File: src/tmr_map.vh
// register map, field positions, mode codes and fixed values of the 8-bit timer
// assumes inclusion by bare name from every timer design file
`ifndef TMR_MAP_VH
`define TMR_MAP_VH

// register byte offsets
`define TMR_OFS_CTRL 8'h00
`define TMR_OFS_COUNT 8'h04
`define TMR_OFS_CMP 8'h08
`define TMR_OFS_FLAGS 8'h0C
`define TMR_OFS_STAT 8'h10

// control register fields
`define TMR_CTRL_WGM 1:0
`define TMR_CTRL_COM 3:2
`define TMR_CTRL_CS 6:4
`define TMR_CTRL_FOC 7
`define TMR_CTRL_DIR 8
`define TMR_CTRL_RST 9'h000

// flag and status fields
`define TMR_FLG_OVF 0
`define TMR_FLG_CMF 1
`define TMR_STAT_OC 0
`define TMR_STAT_DOWN 1
`define TMR_STAT_OCR 15:8

// byte lanes
`define TMR_LANE0 7:0
`define TMR_LANE1 15:8
`define TMR_LANE1_HI 8:8

// waveform modes
`define TMR_WGM_NORMAL 2'h0
`define TMR_WGM_PHASE 2'h1
`define TMR_WGM_CTC 2'h2
`define TMR_WGM_FAST 2'h3

// compare output modes
`define TMR_COM_OFF 2'h0
`define TMR_COM_TOGGLE 2'h1
`define TMR_COM_CLEAR 2'h2
`define TMR_COM_SET 2'h3

// counter values
`define TMR_CNT_BOTTOM 8'h00
`define TMR_CNT_ONE 8'h01
`define TMR_CNT_MAX 8'hFF
`define TMR_CNT_BELOW_MAX 8'hFE
`define TMR_CS_STOP 3'h0

// bus answers
`define TMR_RESP_OKAY 2'h0
`define TMR_RESP_SLVERR 2'h2
`define TMR_ZERO32 32'h00000000

`endif

File: src/tmr_cmp.v
// compare value store: software buffer, active compare value, match detect, match blocking
// assumes the timer top feeds it the live count, direction, tick and decoded writes
`timescale 1ns/1ps
`include "tmr_map.vh"

module tmr_cmp (
    // clock and reset
    input wire aclk,
    input wire aresetn,
    // timer state
    input wire tick,
    input wire [1:0] wgm,
    input wire [7:0] count,
    input wire down,
    // software writes
    input wire cmp_wr,
    input wire [7:0] cmp_wdata,
    input wire cnt_wr,
    // results
    output reg [7:0] buf_q,
    output reg [7:0] ocr_q,
    output wire match
);
    reg blk_q;
    wire pwm;
    wire at_max;
    wire load;

    assign pwm = (wgm == `TMR_WGM_PHASE) || (wgm == `TMR_WGM_FAST);
    assign at_max = tick && (count == `TMR_CNT_MAX);
    // phase-correct loads at the top while rising, fast loads as it rolls to zero
    assign load = at_max && ((wgm == `TMR_WGM_FAST) || !down);
    assign match = (count == ocr_q) && !blk_q;

    always @(posedge aclk) begin
        if (!aresetn) begin
            buf_q <= `TMR_CNT_BOTTOM;
            ocr_q <= `TMR_CNT_BOTTOM;
            blk_q <= 1'b0;
        end else begin
            if (cmp_wr) begin
                buf_q <= cmp_wdata;
            end
            if (cmp_wr && !pwm) begin
                ocr_q <= cmp_wdata;
            end else if (pwm && load) begin
                ocr_q <= buf_q;
            end
            // a count write hides the match of the next tick, even while stopped
            if (cnt_wr) begin
                blk_q <= 1'b1;
            end else if (tick) begin
                blk_q <= 1'b0;
            end
        end
    end
endmodule

File: src/tmr_wavegen.v
// compare output state: set, clear, toggle and PWM extreme-value handling
// assumes match is already blocked after count writes and force is a one-cycle strobe
`timescale 1ns/1ps
`include "tmr_map.vh"

module tmr_wavegen (
    // clock and reset
    input wire aclk,
    input wire aresetn,
    // timer state
    input wire tick,
    input wire [1:0] wgm,
    input wire [1:0] com,
    input wire match,
    input wire force_cmp,
    input wire [7:0] count,
    input wire [7:0] ocr,
    input wire down,
    // output state
    output reg oc_q
);
    reg oc_d;
    reg lvl;
    wire roll;
    wire up_eff;
    wire hit;

    assign roll = tick && (count == `TMR_CNT_MAX);
    // the bottom tick counts as rising so a zero compare keeps the output low
    assign up_eff = !down || (count == `TMR_CNT_BOTTOM);
    assign hit = tick && match;

    always @* begin
        oc_d = oc_q;
        lvl = 1'b0;
        case (wgm)
            `TMR_WGM_NORMAL, `TMR_WGM_CTC: begin
                if (hit || force_cmp) begin
                    case (com)
                        `TMR_COM_TOGGLE: oc_d = ~oc_q;
                        `TMR_COM_CLEAR: oc_d = 1'b0;
                        `TMR_COM_SET: oc_d = 1'b1;
                        default: oc_d = oc_q;
                    endcase
                end
            end
            `TMR_WGM_FAST: begin
                if (com == `TMR_COM_TOGGLE) begin
                    if (hit) begin
                        oc_d = ~oc_q;
                    end
                end else if (com != `TMR_COM_OFF) begin
                    // a compare at max is ignored so the level stays constant
                    if (hit && (ocr != `TMR_CNT_MAX)) begin
                        oc_d = (com == `TMR_COM_SET);
                    end else if (roll) begin
                        oc_d = (com == `TMR_COM_CLEAR);
                    end
                end
            end
            `TMR_WGM_PHASE: begin
                if (com[1]) begin
                    if (roll && !down) begin
                        // at the top show the rising-match result, or set for a compare at max
                        lvl = (ocr == `TMR_CNT_MAX);
                        oc_d = (com == `TMR_COM_SET) ? ~lvl : lvl;
                    end else if (hit) begin
                        lvl = !up_eff;
                        oc_d = (com == `TMR_COM_SET) ? ~lvl : lvl;
                    end
                end
            end
            default: oc_d = oc_q;
        endcase
    end

    always @(posedge aclk) begin
        if (!aresetn) begin
            oc_q <= 1'b0;
        end else begin
            oc_q <= oc_d;
        end
    end
endmodule

File: src/tmr_top.v
// 8-bit timer/counter with one compare output, reached over AXI4-Lite
// assumes timer_tick is a prescaled enable synchronous to aclk; the pin buffer lives outside
//
// Function
// - mode 0 only counts up and wraps from 0xFF to 0x00
// - normal mode sets overflow flag as count becomes zero; counting never clears it
// - mode 2 clears the count to zero on compare match
// - clear-on-match compare is unbuffered; a value below count waits for wrap
// - clear-on-match with output mode 1 toggles the output each match
// - clear-on-match sets overflow flag when count passes max to zero
// - mode 3 counts zero to max then clears on the next tick
// - fast PWM mode 2 clears on match, sets at roll; mode 3 inverse
// - fast PWM sets overflow flag each time count rolls from max to zero
// - fast PWM compare zero gives one-tick spike, compare max constant level
// - fast PWM output mode 1 toggles on match, compare still buffered
// - mode 1 counts up, holds max one tick, counts down to zero
// - phase PWM clears on rising match, sets on falling match; inverted opposite
// - phase PWM sets overflow flag each time count reaches zero
// - phase PWM compare zero gives constant low, max constant high
// - phase PWM output at max equals rising-match result
// - output reaches pin only while direction selects output
// - PWM writes go to buffer, loaded to compare at top or bottom
// - compare flag set on the tick after count equals compare
// - count write blocks the next tick's compare match, even when stopped
// - clock source zero stops counting; software write beats count or clear
//
// The address map and the AXI4-Lite interface to the registers were chosen for this implementation.
`timescale 1ns/1ps
`include "tmr_map.vh"

module tmr_top (
    // clock and reset
    input wire aclk,
    input wire aresetn,
    // write address channel
    input wire [7:0] s_axi_awaddr,
    input wire [2:0] s_axi_awprot,
    input wire s_axi_awvalid,
    output reg s_axi_awready,
    // write data channel
    input wire [31:0] s_axi_wdata,
    input wire [3:0] s_axi_wstrb,
    input wire s_axi_wvalid,
    output reg s_axi_wready,
    // write response channel
    output reg [1:0] s_axi_bresp,
    output reg s_axi_bvalid,
    input wire s_axi_bready,
    // read address channel
    input wire [7:0] s_axi_araddr,
    input wire [2:0] s_axi_arprot,
    input wire s_axi_arvalid,
    output reg s_axi_arready,
    // read data channel
    output reg [31:0] s_axi_rdata,
    output reg [1:0] s_axi_rresp,
    output reg s_axi_rvalid,
    input wire s_axi_rready,
    // prescaled timer enable
    input wire timer_tick,
    // compare output pin
    output reg compare_output_o,
    output reg compare_output_oe
);
    // write channel holding
    reg aw_held_q;
    reg [7:0] aw_addr_q;
    reg w_held_q;
    reg [31:0] w_data_q;
    reg [3:0] w_strb_q;
    wire aw_take;
    wire w_take;
    wire wr_fire;
    wire rd_take;

    // decoded writes
    wire wr_ctrl;
    wire wr_count;
    wire wr_cmp;
    wire wr_flags;
    wire wr_known;

    // control fields
    reg [8:0] ctrl_q;
    wire [1:0] waveform_mode_sel;
    wire [1:0] compare_output_mode;
    wire [2:0] clock_source_sel;
    wire pin_dir;
    reg force_q;

    // counter state
    reg [7:0] count_value_q;
    reg [7:0] count_value_d;
    reg down_q;
    reg down_d;
    reg ovf_cond;
    reg overflow_flag_q;
    reg compare_match_flag_q;
    wire tick;
    wire match;
    wire oc_state;
    wire [7:0] cmp_buf;
    wire [7:0] compare_value;
    reg [31:0] rd_word;
    reg rd_known;

    assign waveform_mode_sel = ctrl_q[`TMR_CTRL_WGM];
    assign compare_output_mode = ctrl_q[`TMR_CTRL_COM];
    assign clock_source_sel = ctrl_q[`TMR_CTRL_CS];
    assign pin_dir = ctrl_q[`TMR_CTRL_DIR];

    assign tick = timer_tick && (clock_source_sel != `TMR_CS_STOP);

    // ---- AXI4-Lite write path: address and data taken in either order ----
    assign aw_take = s_axi_awvalid && s_axi_awready;
    assign w_take = s_axi_wvalid && s_axi_wready;
    assign wr_fire = aw_held_q && w_held_q && !s_axi_bvalid;

    assign wr_ctrl = wr_fire && (aw_addr_q == `TMR_OFS_CTRL);
    assign wr_count = wr_fire && (aw_addr_q == `TMR_OFS_COUNT) && w_strb_q[0];
    assign wr_cmp = wr_fire && (aw_addr_q == `TMR_OFS_CMP) && w_strb_q[0];
    assign wr_flags = wr_fire && (aw_addr_q == `TMR_OFS_FLAGS) && w_strb_q[0];
    assign wr_known = (aw_addr_q == `TMR_OFS_CTRL) || (aw_addr_q == `TMR_OFS_COUNT) ||
                      (aw_addr_q == `TMR_OFS_CMP) || (aw_addr_q == `TMR_OFS_FLAGS) ||
                      (aw_addr_q == `TMR_OFS_STAT);

    always @(posedge aclk) begin
        if (!aresetn) begin
            s_axi_awready <= 1'b0;
            s_axi_wready <= 1'b0;
            s_axi_bvalid <= 1'b0;
            s_axi_bresp <= `TMR_RESP_OKAY;
            aw_held_q <= 1'b0;
            w_held_q <= 1'b0;
            aw_addr_q <= `TMR_OFS_CTRL;
            w_data_q <= `TMR_ZERO32;
            w_strb_q <= 4'h0;
        end else begin
            if (aw_take) begin
                aw_held_q <= 1'b1;
                aw_addr_q <= s_axi_awaddr & 8'hFC;
                s_axi_awready <= 1'b0;
            end else if (!aw_held_q && !s_axi_bvalid && !wr_fire) begin
                s_axi_awready <= 1'b1;
            end
            if (w_take) begin
                w_held_q <= 1'b1;
                w_data_q <= s_axi_wdata;
                w_strb_q <= s_axi_wstrb;
                s_axi_wready <= 1'b0;
            end else if (!w_held_q && !s_axi_bvalid && !wr_fire) begin
                s_axi_wready <= 1'b1;
            end
            if (wr_fire) begin
                aw_held_q <= 1'b0;
                w_held_q <= 1'b0;
                s_axi_bvalid <= 1'b1;
                s_axi_bresp <= wr_known ? `TMR_RESP_OKAY : `TMR_RESP_SLVERR;
            end else if (s_axi_bvalid && s_axi_bready) begin
                s_axi_bvalid <= 1'b0;
            end
        end
    end

    // ---- AXI4-Lite read path ----
    assign rd_take = s_axi_arvalid && s_axi_arready;

    always @* begin
        rd_word = `TMR_ZERO32;
        rd_known = 1'b1;
        case (s_axi_araddr & 8'hFC)
            `TMR_OFS_CTRL: begin
                // the force strobe always reads as zero
                rd_word[8:0] = ctrl_q;
            end
            `TMR_OFS_COUNT: begin
                rd_word[`TMR_LANE0] = count_value_q;
            end
            `TMR_OFS_CMP: begin
                rd_word[`TMR_LANE0] = cmp_buf;
            end
            `TMR_OFS_FLAGS: begin
                rd_word[`TMR_FLG_OVF] = overflow_flag_q;
                rd_word[`TMR_FLG_CMF] = compare_match_flag_q;
            end
            `TMR_OFS_STAT: begin
                rd_word[`TMR_STAT_OC] = oc_state;
                rd_word[`TMR_STAT_DOWN] = down_q;
                rd_word[`TMR_STAT_OCR] = compare_value;
            end
            default: begin
                rd_known = 1'b0;
            end
        endcase
    end

    always @(posedge aclk) begin
        if (!aresetn) begin
            s_axi_arready <= 1'b0;
            s_axi_rvalid <= 1'b0;
            s_axi_rdata <= `TMR_ZERO32;
            s_axi_rresp <= `TMR_RESP_OKAY;
        end else begin
            if (rd_take) begin
                s_axi_arready <= 1'b0;
                s_axi_rvalid <= 1'b1;
                s_axi_rdata <= rd_word;
                s_axi_rresp <= rd_known ? `TMR_RESP_OKAY : `TMR_RESP_SLVERR;
            end else if (s_axi_rvalid && s_axi_rready) begin
                s_axi_rvalid <= 1'b0;
            end else if (!s_axi_rvalid) begin
                s_axi_arready <= 1'b1;
            end
        end
    end

    // ---- control register and force strobe ----
    always @(posedge aclk) begin
        if (!aresetn) begin
            ctrl_q <= `TMR_CTRL_RST;
            force_q <= 1'b0;
        end else begin
            force_q <= 1'b0;
            if (wr_ctrl) begin
                if (w_strb_q[0]) begin
                    ctrl_q[`TMR_LANE0] <= w_data_q[`TMR_LANE0];
                    ctrl_q[`TMR_CTRL_FOC] <= 1'b0;
                    // forcing only acts in the non-PWM modes
                    force_q <= w_data_q[`TMR_CTRL_FOC] && !w_data_q[0];
                end
                if (w_strb_q[1]) begin
                    ctrl_q[`TMR_CTRL_DIR] <= w_data_q[`TMR_CTRL_DIR];
                end
            end
        end
    end

    // ---- counting sequence ----
    always @* begin
        count_value_d = count_value_q;
        down_d = down_q;
        ovf_cond = 1'b0;
        if (wr_count) begin
            // software write wins over any count or clear in the same cycle
            count_value_d = w_data_q[`TMR_LANE0];
        end else if (tick) begin
            case (waveform_mode_sel)
                `TMR_WGM_NORMAL: begin
                    count_value_d = count_value_q + `TMR_CNT_ONE;
                    ovf_cond = (count_value_q == `TMR_CNT_MAX);
                end
                `TMR_WGM_CTC: begin
                    if (match) begin
                        count_value_d = `TMR_CNT_BOTTOM;
                    end else begin
                        count_value_d = count_value_q + `TMR_CNT_ONE;
                    end
                    ovf_cond = (count_value_q == `TMR_CNT_MAX);
                end
                `TMR_WGM_FAST: begin
                    if (count_value_q == `TMR_CNT_MAX) begin
                        count_value_d = `TMR_CNT_BOTTOM;
                    end else begin
                        count_value_d = count_value_q + `TMR_CNT_ONE;
                    end
                    ovf_cond = (count_value_q == `TMR_CNT_MAX);
                end
                `TMR_WGM_PHASE: begin
                    // max and zero are each held for one tick at the turn
                    if (!down_q && (count_value_q == `TMR_CNT_MAX)) begin
                        down_d = 1'b1;
                        count_value_d = `TMR_CNT_BELOW_MAX;
                    end else if (down_q && (count_value_q == `TMR_CNT_BOTTOM)) begin
                        down_d = 1'b0;
                        count_value_d = `TMR_CNT_ONE;
                    end else if (down_q) begin
                        count_value_d = count_value_q - `TMR_CNT_ONE;
                    end else begin
                        count_value_d = count_value_q + `TMR_CNT_ONE;
                    end
                    ovf_cond = down_q && (count_value_q == `TMR_CNT_ONE);
                end
                default: begin
                    count_value_d = count_value_q;
                end
            endcase
        end
        // the other modes only count up
        if (waveform_mode_sel != `TMR_WGM_PHASE) begin
            down_d = 1'b0;
        end
    end

    always @(posedge aclk) begin
        if (!aresetn) begin
            count_value_q <= `TMR_CNT_BOTTOM;
            down_q <= 1'b0;
        end else begin
            count_value_q <= count_value_d;
            down_q <= down_d;
        end
    end

    // ---- flags: hardware set beats a same-cycle write-one clear ----
    always @(posedge aclk) begin
        if (!aresetn) begin
            overflow_flag_q <= 1'b0;
            compare_match_flag_q <= 1'b0;
        end else begin
            if (tick && ovf_cond) begin
                overflow_flag_q <= 1'b1;
            end else if (wr_flags && w_data_q[`TMR_FLG_OVF]) begin
                overflow_flag_q <= 1'b0;
            end
            if (tick && match) begin
                compare_match_flag_q <= 1'b1;
            end else if (wr_flags && w_data_q[`TMR_FLG_CMF]) begin
                compare_match_flag_q <= 1'b0;
            end
        end
    end

    // ---- compare unit and waveform ----
    tmr_cmp u_cmp (
        .aclk(aclk),
        .aresetn(aresetn),
        .tick(tick),
        .wgm(waveform_mode_sel),
        .count(count_value_q),
        .down(down_q),
        .cmp_wr(wr_cmp),
        .cmp_wdata(w_data_q[`TMR_LANE0]),
        .cnt_wr(wr_count),
        .buf_q(cmp_buf),
        .ocr_q(compare_value),
        .match(match)
    );

    tmr_wavegen u_wave (
        .aclk(aclk),
        .aresetn(aresetn),
        .tick(tick),
        .wgm(waveform_mode_sel),
        .com(compare_output_mode),
        .match(match),
        .force_cmp(force_q),
        .count(count_value_q),
        .ocr(compare_value),
        .down(down_q),
        .oc_q(oc_state)
    );

    // ---- pin: internal state is kept even while the pin is not driven ----
    always @(posedge aclk) begin
        if (!aresetn) begin
            compare_output_o <= 1'b0;
            compare_output_oe <= 1'b0;
        end else begin
            compare_output_o <= oc_state;
            compare_output_oe <= pin_dir && (compare_output_mode != `TMR_COM_OFF);
        end
    end
endmodule

File: config.mk
export PLATFORM = sky130hd
export DESIGN_NAME = tmr_top
export DESIGN_NICKNAME = d
export VERILOG_FILES = /design/src/tmr_cmp.v /design/src/tmr_wavegen.v /design/src/tmr_top.v
export VERILOG_INCLUDE_DIRS = /design/src
export SDC_FILE = /design/constraint.sdc
export NUM_CORES = 1
export LEC_CHECK = 0
export BUFFER_PORTS_ARGS = -buffer_cell sky130_fd_sc_hd__buf_2
export CORE_ASPECT_RATIO = 0.5
export CORE_MARGIN = 1
export CORE_UTILIZATION = 55
export CTS_CLUSTER_DIAMETER = 150
export DETAILED_ROUTE_END_ITERATION = 6
export MAX_ROUTING_LAYER = met4
export PLACE_DENSITY = 0.91
export SYNTH_ARGS = -nofsm -noshare
export SYNTH_HDL_FRONTEND = slang
export SYNTH_SLANG_ARGS = --single-unit
File: constraint.sdc
create_clock -name aclk -period 4.8 [get_ports aclk]
set_input_delay 0.96 -clock aclk [delete_from_list [all_inputs] [get_ports aclk]]
set_output_delay 0.96 -clock aclk [all_outputs]
set_load 0.01 [all_outputs]
# Word level (Yosys, flattened, before mapping)

Cells that the tools add are included.

Bits in registers: 84
Bits in latches: 0
Bits in writable memories: 0
Memory bits (read-only): 0
Input port bits: 66
Output and inout port bits: 43
Memories kept: 0

Add/sub/neg operators: 2
Multiply operators: 0
Divide/modulo/power cells: 0
$lt $le $gt $ge: 0
Eq/ne operators: 27
Shifts and indexed selects: 0
Muxes and demuxes: 45
Bitwise logic cells: 6
Reduce and logical (&&, ||, !) cells: 79

Operators by type and width:

| cell                                             | count |
|---|---|
| two-way mux 8 bit                                | 9 |
| logical AND 1 bit                                | 35 |
| one-hot mux 8 bit (4 select lines)               | 1 |
| two-way mux 1 bit                                | 26 |
| == test 6 x 2 -> 1 bit, second input constant    | 4 |
| logical NOT 8 bit                                | 3 |
| one-hot mux 6 bit (3 select lines)               | 1 |
| == test 8 bit, second input constant             | 2 |
| nonzero test 2 bit                               | 8 |
| == test 6 x 1 -> 1 bit, second input constant    | 2 |
| == test 6 x 3 -> 1 bit, second input constant    | 2 |
| OR reduction 2 bit                               | 6 |
| one-hot mux 2 bit (5 select lines)               | 1 |
| logical NOT 1 bit                                | 9 |
| adder 8 x 1 -> 8 bit, second input constant      | 1 |
| == test 2 bit, second input constant             | 4 |
| == test 8 x 1 -> 1 bit, second input constant    | 1 |
| == test 8 bit                                    | 1 |
| logical OR 1 bit                                 | 8 |
| != test 4 x 1 -> 1 bit, second input constant    | 2 |
| != test 8 bit, second input constant             | 1 |
| subtractor 8 x 1 -> 8 bit, second input constant | 1 |
| two-way mux 7 bit                                | 1 |
| AND reduction 7 bit                              | 1 |
| 16 further kinds                                 | 29 |

# Longest topological paths before layout

Gate-level depths: netlist (run 1).

Depth in word-level cells: 8
Gate-level depth with buffers: 8
Gate-level depth less buffers: 8

# By module

From an unflattened synthesis (run 1), not the netlist that was laid out.

Cells, all modules: 536
Area, all modules: 4524.3 sq um

By module, submodules not included:

| module      | times used | cells each | area each (sq um) |
|---|---|---|---|
| tmr_top     | 1          | 419        | 3398.3 |
| tmr_cmp     | 1          | 74         | 819.5 |
| tmr_wavegen | 1          | 43         | 306.5 |

# Least setup slack after synthesis (run 1)

No wires, ideal clock.

Path kind: input to register
Start: in s_axi_araddr[3]
End: reg s_axi_rdata[0]
Arrival: 2073 ps
Setup slack: 2601 ps
Stages on the path: 4
Cell sequence: clkbuf_1 mux4_2 a221oi_1 nor3b_1

Longest elaborated chain between the ends: 2

RTL lines:

| item                                                 | RTL line      | text |
|---|---|---|
| start, declared                                      | tmr_top.v:50  | `input wire [7:0] s_axi_araddr,` |
| == test 6 x 3 -> 1 bit, or another cell as far along | tmr_top.v:171 | `case (s_axi_araddr & 8'hFC)` |
| one-hot mux 2 bit (5 select lines) *                 | tmr_top.v:171 |  |
| end signal, assigned                                 | tmr_top.v:201 | `` s_axi_rdata <= `TMR_ZERO32; `` |
| end signal, assigned                                 | tmr_top.v:207 | `s_axi_rdata <= rd_word;` |
| end, declared                                        | tmr_top.v:55  | `output reg [31:0] s_axi_rdata,` |

Every way passes the cells marked *; elsewhere a longest branch is shown, timed or not.
A chain may end at the register's enable or synchronous reset.

# Final worst setup path (run 1)

Start: reg count_value_q[0]
End: reg u_cmp.ocr_q[7]

Longest elaborated chain between the ends: 5

RTL lines:

| item                         | RTL line      | text |
|---|---|---|
| start, declared              | tmr_top.v:92  | `reg [7:0] count_value_q;` |
| start signal, assigned       | tmr_top.v:296 | `` count_value_q <= `TMR_CNT_BOTTOM; `` |
| start signal, assigned       | tmr_top.v:299 | `count_value_q <= count_value_d;` |
| == test 8 bit (no line)      | n/a           |  |
| logical AND 1 bit            | tmr_cmp.v:30  | `` assign at_max = tick && (count == `TMR_CNT_MAX); `` |
| logical AND 1 bit            | tmr_cmp.v:32  | `` assign load = at_max && ((wgm == `TMR_WGM_FAST) \|\| !down); `` |
| logical AND 1 bit            | tmr_cmp.v:46  | `end else if (pwm && load) begin` |
| nonzero test 2 bit (no line) | n/a           |  |
| end signal, assigned         | tmr_cmp.v:38  | `` ocr_q <= `TMR_CNT_BOTTOM; `` |
| end signal, assigned         | tmr_cmp.v:45  | `ocr_q <= cmp_wdata;` |
| end signal, assigned         | tmr_cmp.v:47  | `ocr_q <= buf_q;` |
| end, declared                | tmr_cmp.v:21  | `output reg [7:0] ocr_q,` |

No other way between the ends.

==> impl_metrics.env, run 1 <==
export IMPL_maxCapViolCount=0
export IMPL_setup_violations_final=0
export IMPL_io_buffers=55
export IMPL_antenna_left=0
export IMPL_nNetsFinal=620
export IMPL_final_cell_area_sq_um=4979
export IMPL_fin_worst_skew_ps=6.681
export IMPL_globalplace_congestion=0.9397
export IMPL_rsz0062_at_grt="no"
export IMPL_drt_iter0_markers=354
export IMPL_status="finished clean"
export IMPL_drcViolationCount=0
export IMPL_clockRootBuffer="clkbuf_16"
export IMPL_wl_um=11290
export IMPL_required_ps=5030
export IMPL_die_h_um=65.65
export IMPL_core_sq_um=7570
export IMPL_cp_max_fo=10
export IMPL_finalHoldViolCount=0
export IMPL_num_io_pins=109
export IMPL_final_cell_mix="82 x dfxtp_1, 78 x nand2_1, 55 x buf_2, 32 x a21boi_0"
export IMPL_dp_hpwl_um=7850
export IMPL_grt_pass1_wl_um=18190
export IMPL_place_ws_ps=2103
export IMPL_hp_start="aw_addr_q[5]"
export IMPL_relSlewSlack=0.2474
export IMPL_ir_drop_mv=0.2777
export IMPL_num_rows=22
export IMPL_grt_max_degree=76
export IMPL_area_growth_pct=11.71
export IMPL_ys_seq_elements=82
export IMPL_cts_max_path_buffers=2
export IMPL_drive_gt1_frac=0.1495
export IMPL_die_area_sq_um=8489
export IMPL_hold_path_class="flip-flop to flip-flop"
export IMPL_period_minus_slack_ps=2800
export IMPL_cts_tree="built"
export IMPL_cts_buffers=9
export IMPL_die_w_um=129.3
export IMPL_vias_per_cell=6.023
export IMPL_grt_pass1_vias=3589
export IMPL_startpoint_type="flip-flop"
export IMPL_detail_route_first_pass_iterations=7
export IMPL_ys_async_sr_fraction=0
export IMPL_yosysUniqueCellTypes=69
export IMPL_worstPathArrival_ps=3030
export IMPL_synth_edff_count=0
export IMPL_diodes=0
export IMPL_post_synth_instance_area_sq_um=4457
export IMPL_clk_pin_slew_worst_paths_ps=60
export IMPL_endpoint_kind="flip-flop"
export IMPL_clock_sinks=82
export IMPL_antenna_found_initial=0
export IMPL_routedWlPerCell_um=17.03
export IMPL_avgSynthCellArea_sq_um=8.522
export IMPL_path_cells="ha_1, nand4_1, nor2_1, and4b_1, mux2i_1, nand2_1, o211a_1"
export IMPL_fin_setup_tns_ps=0
export IMPL_fin_crit_sh=0.5832
export IMPL_crit_type="flip-flop to flip-flop"
export IMPL_max_clock_freq_mhz=357.2
export IMPL_seq_area_frac_synth=0.3683
export IMPL_vias=3993
export IMPL_power_density_nw_per_um2=318.4
export IMPL_place_area_sq_um=4629
export IMPL_ctsResizeCount=0
export IMPL_slowest_stage="and4b_1"
export IMPL_finalWorstSetupSlack_ps=2000
export IMPL_r2r_start="count_value_q[0]"
export IMPL_grt_use_total=0.2948
export IMPL_synth_warnings=0
export IMPL_critical_path_startpoint="count_value_q[0]"
export IMPL_overflow=0
export IMPL_ys_flop_type="dfxtp_1"
export IMPL_slew_viol_final=0
export IMPL_insertion_delay_ps=340
export IMPL_leakagePower_uw=0.002132
export IMPL_worst_pin_slew_ps=1129
export IMPL_syn_inst=523
export IMPL_cts_hold_buf=0
export IMPL_start_util=0.5888
export IMPL_slowest_delay_ps=670
export IMPL_layout_commonest_cell="dfxtp_1"
export IMPL_h_tree_depth=3
export IMPL_postCtsSetupBuffers=0
## final timing paths
| check | endpoint | slack [ps] | cells past startpoint |
|---|---|---|---|
| setup / recovery | u_cmp.ocr_q[7] | 2000 | 7 |
| hold / removal | aw_addr_q[5] | 470 | 2 |
| setup reg to reg | u_cmp.ocr_q[7] | 2000 | 7 |
| hold reg to reg | aw_addr_q[5] | 470 | 2 |
## area by class of cell
| type | count | area (sq um) |
|---|---|---|
| fillers | 619 | 2591 |
| multi-input cells | 389 | 2529 |
| inverters | 13 | 48.80 |
| repair buffers | 55 | 275.3 |
| clock inverters | 3 | 68.82 |
| well taps | 108 | 135.1 |
| flip-flops and latches | 82 | 1642 |
| clock buffers | 13 | 280.3 |
## synthesized netlist by cell type, drive strengths merged (3+ instances only)
| cell type | number | area [sq um] |
|---|---|---|
| inv | 13 | 48.80 |
| mux2i | 22 | 220.2 |
| nor3 | 9 | 45.04 |
| xor2 | 10 | 87.58 |
| ha | 4 | 50.05 |
| o211ai | 3 | 22.52 |
| nand4 | 8 | 50.05 |
| nand3 | 23 | 115.1 |
| nand3b | 5 | 37.54 |
| nor4 | 4 | 25.02 |
| dfxtp | 82 | 1642 |
| clkbuf | 28 | 105.1 |
| nor2 | 24 | 92.59 |
| and2 | 5 | 31.28 |
| o21ai | 20 | 100.1 |
| a21oi | 9 | 48.80 |
| buf | 28 | 196.4 |
| nand2b | 4 | 25.02 |
| and3 | 5 | 31.28 |
| a22o | 12 | 105.1 |
| a31oi | 3 | 18.77 |
| xnor2 | 6 | 52.55 |
| nor2b | 20 | 125.1 |
| a21o | 3 | 22.52 |
| nand2 | 78 | 292.8 |
| a221oi | 3 | 26.28 |
| or3 | 4 | 30.03 |
| a21boi | 32 | 240.2 |
| o211a | 10 | 100.1 |
| nor3b | 3 | 22.52 |
## per-layer routing
layer,GRT usage,wire (um)
met5,-,0
met4,0.1103,231
met3,0.1059,1314
met2,0.4395,4778
met1,0.3664,4968
## report_power, final
part           switching (uW)  internal, uW
Combinational            51.7          37.6
Sequential               19.2           696
Clock                     268           513
## through the flow
step,utilization,power [uW],instances,hold WS (ps)
after CTS,0.6577,1593,663,471.1
after floorplan,-,797.6,540,439.0
after global routing,0.6577,1639,663,494.5
after global placement,0.6116,815.1,647,451.8
final,0.6577,1585,663,466.7
after detailed placement,0.6116,817.7,647,460.7
## cell families (layout without fill, tap and decap cells)
| kind of cell | Yosys count | after routing | share of synthesized area |
|---|---|---|---|
| AND/OR/NAND/NOR | 204 | 204 | 0.2325 |
| AO/OA/AOI/OAI | 121 | 121 | 0.2125 |
| flip-flops | 82 | 82 | 0.3683 |
| buffers and inverters | 69 | 84 | 0.07861 |
| multiplexers | 26 | 26 | 0.06457 |
| XOR/XNOR | 16 | 16 | 0.03144 |
| adder cells (fa/ha/maj) | 4 | 4 | 0.01123 |
| other | 1 | 18 | 0.0008414 |
## critical path: cells and delay by family, from the launching register on
| kind | cells | cell delay [ps] |
|---|---|---|
| AOI/OAI and AO/OA | 1 | 150 |
| adders and majority gates | 1 | 270 |
| DFF | 1 | 570 |
| muxes | 1 | 260 |
| and+or+nand+nor | 4 | 1430 |
## flip-flops by register name (all words and copies together) (netlist names), 2 cells and up
name / flops
u_cmp.buf_q: 8
s_axi_rdata: 16
aw_addr_q: 6
ctrl_q: 8
count_value_q: 8
w_strb_q: 2
w_data_q: 9
u_cmp.ocr_q: 8
Power figures use the tool's default switching activity.
==> run 2: changes to the inputs <==
Settings changed: ABC_AREA set to 1, CORE_UTILIZATION 55 to 48, PLACE_DENSITY 0.91 to 0.85.
Clock period 4.8 ns to 2.3 ns, I/O delays scaled along.
==> run 2 against run 1 <==
Against the previous run:
- via count is 12% higher
- largest power group is now registers
- largest cell class unchanged
- non-clock buffer count rose by 13
- critical endpoint is now count_value_q[1]
- sequential power is 110% higher
- wire length up 7.6%
==> impl_metrics.env, run 2 <==
export IMPL_insertion_delay_ps=340
export IMPL_fill_cells=776
export IMPL_postCtsSetupBuffers=0
export IMPL_dp_hpwl_um=8855
export IMPL_multi_input_area_sq_um=2228
export IMPL_place_area_sq_um=4698
export IMPL_antenna_found_initial=1
export IMPL_power_switching_uw=758.5
export IMPL_leakagePower_uw=0.002242
export IMPL_clockRootBuffer="clkbuf_16"
export IMPL_slew_viol_final=0
export IMPL_cts_hold_buf=0
export IMPL_grt_most_used_layer="met2"
export IMPL_p_clk_frac=0.456
export IMPL_synth_top_area_cell="dfxtp_1"
export IMPL_final_cell_mix="96 x nand2_1, 82 x dfxtp_1, 69 x inv_1, 57 x a21oi_1, 55 x buf_2"
export IMPL_grt_pass1_vias=3877
export IMPL_grt_pass1_wl_um=19600
export IMPL_dp_cells=777
export IMPL_ir_drop_mv=0.4932
export IMPL_regMostFlops="s_axi_rdata"
export IMPL_core_sq_um=8768
export IMPL_reg_top3="s_axi_rdata: 16 flops, w_data_q: 9 flops"
export IMPL_nNetsFinal=741
export IMPL_synth_warnings=0
export IMPL_synth_most_common_cell="nand2_1"
export IMPL_grt_use_total=0.2777
export IMPL_seq_area_frac_synth=0.3763
export IMPL_io_buffers=55
export IMPL_use_met3=0.09064
export IMPL_slowest_stage="dfxtp_1"
export IMPL_num_io_pins=109
export IMPL_ys_flop_type="dfxtp_1"
export IMPL_die_h_um=69.42
export IMPL_die_area_sq_um=9498
export IMPL_routedWlPerCell_um=15.32
export IMPL_cts_max_path_buffers=2
export IMPL_syn_inst=617
export IMPL_startpoint_type="flip-flop"
export IMPL_max_clock_freq_mhz=501.9
export IMPL_drt_iter0_markers=475
export IMPL_p_comb_frac=0.069
export IMPL_num_rows=24
export IMPL_drive_gt1_frac=0.1689
export IMPL_cts_buffers=9
export IMPL_cts_tree="built"
export IMPL_vias=4465
export IMPL_required_ps=2520
export IMPL_wl_um=12150
export IMPL_antenna_left=0
export IMPL_relSlewSlack=0.5830
export IMPL_clk_pin_slew_worst_paths_ps=60
export IMPL_start_util=0.4976
export IMPL_clock_sinks=82
export IMPL_drcViolationCount=0
export IMPL_post_synth_instance_area_sq_um=4363
export IMPL_yosysUniqueCellTypes=43
export IMPL_critical_path_top_delay_family="simple AND/OR/NAND/NOR gates"
export IMPL_worstPathArrival_ps=2210
export IMPL_final_cells=793
export IMPL_worst_pin_slew_ps=620.2
export IMPL_p_sw_frac=0.2432
export IMPL_finalHoldViolCount=0
export IMPL_ys_seq_elements=82
export IMPL_path_cells="buf_4, inv_1, ha_1, nand2_1, nor2_2, nand2_2, nand3_1, nand2_1, a21oi_1, o211ai_1, a21oi_1, nor2_1"
export IMPL_area_growth_pct=14.43
export IMPL_final_cell_area_sq_um=4992
export IMPL_ys_async_sr_fraction=0
export IMPL_r2r_start="count_value_q[1]"
export IMPL_avgSynthCellArea_sq_um=7.071
export IMPL_largest_reg_flops=16
export IMPL_endpoint_kind="flip-flop"
export IMPL_grt_max_degree=56
export IMPL_globalplace_congestion=0.9624
export IMPL_grt_use_met2=0.4072
export IMPL_fin_setup_tns_ps=0
export IMPL_ctsResizeCount=0
export IMPL_power_density_nw_per_um2=624.8
export IMPL_power_frac_seq=0.475
export IMPL_maxCapViolCount=0
export IMPL_h_tree_depth=3
export IMPL_setup_violations_final=0
export IMPL_vias_per_cell=5.631
export IMPL_post_route_util=0.5693
export IMPL_critical_path_startpoint="count_value_q[1]"
export IMPL_seqCellArea_sq_um=1642
export IMPL_detail_route_first_pass_iterations=6
export IMPL_fin_crit_sh=0.8663
export IMPL_synthTopCellsByCount="96 x nand2_1, 82 x dfxtp_1, 69 x inv_1"
export IMPL_period_minus_slack_ps=1992
export IMPL_synth_edff_count=0
export IMPL_crit_type="flip-flop to flip-flop"
export IMPL_cp_max_fo=7
export IMPL_fin_worst_skew_ps=9.805
export IMPL_cp_num_buf_inv=2
export IMPL_hp_start="s_axi_rready"
export IMPL_netlist_area_leader_share=0.3763
export IMPL_die_w_um=136.8
export IMPL_rsz0062_at_grt="no"
export IMPL_hold_path_class="input pin to flip-flop"
export IMPL_slowest_delay_ps=320
export IMPL_synthTopCellsByArea="dfxtp_1 38%, nand2_1 8.3%, a21oi_1 6.5%"
export IMPL_overflow=0
export IMPL_met1_usage=0.3681
export IMPL_status="finished clean"
export IMPL_layout_commonest_cell="nand2_1"
export IMPL_p_int_uw=2361
==> run 2: area by class of cell <==
class,count,share of cell area
Inverter,82,0.06190
Clock buffer,9,0.04511
Timing Repair Buffer,68,0.07469
Sequential cell,82,0.3288
Tap cell,117,0.02932
Multi-Input combinational cell,428,0.4464
Antenna cell,1,0.0005013
Clock inverter,6,0.01328
==> run 2: power groups by stage <==
stage	Combinational (uW)	Clock, uW	Sequential (uW)
6_report	214	1420	1480
3_3_place_gp	203	0	1510
5_1_grt	239	1500	1480
4_1_cts	211	1430	1480
2_1_floorplan	153	0	1510
3_5_place_dp	208	0	1510
==> run 2: cells by family after synthesis <==
group / synth area share
mux: 0.009177
xor+xnor: 0.02007
other cells: 0.0008595
compound gates: 0.2251
flops: 0.3763
fa+ha+maj: 0.01147
simple gates: 0.2294
buf+inv: 0.1276
==> run 2: per-layer routing <==
| layer | up-vias | part of all wire |
|---|---|---|
| met5 | - | 0 |
| met4 | 0 | 0.016 |
| met3 | 23 | 0.12 |
| met2 | 255 | 0.43 |
| met1 | 2034 | 0.44 |
| li1 | 2153 | - |
==> run 2: worst paths after layout <==
check | to | cells after the start | slack [ps]
max | count_value_q[1] | 12 | 310
min | s_axi_rvalid | 2 | 330
max reg2reg | count_value_q[1] | 12 | 310
min reg2reg | compare_output_o | 2 | 440
==> run 2: worst reg2reg max path, stage by stage, from the launching register on <==
cell      delay [ps]
dfxtp_1          320
buf_4            150
inv_1            170
ha_1             180
nand2_1           60
nor2_2           170
nand2_2          140
nand3_1          110
nand2_1           50
a21oi_1          120
o211ai_1         130
a21oi_1          190
nor2_1            70
==> run 2: through the flow <==
step | hold slack (ps) | setup slack, ps | power (uW)
after floorplan | 416.7 | 609.3 | 1665
after global placement | 428.7 | 409.9 | 1713
after detailed placement | 434.3 | 403.1 | 1720
after CTS | 330.9 | 372.8 | 3124
after global routing | 337.8 | 169.9 | 3222
final | 332.5 | 307.5 | 3119
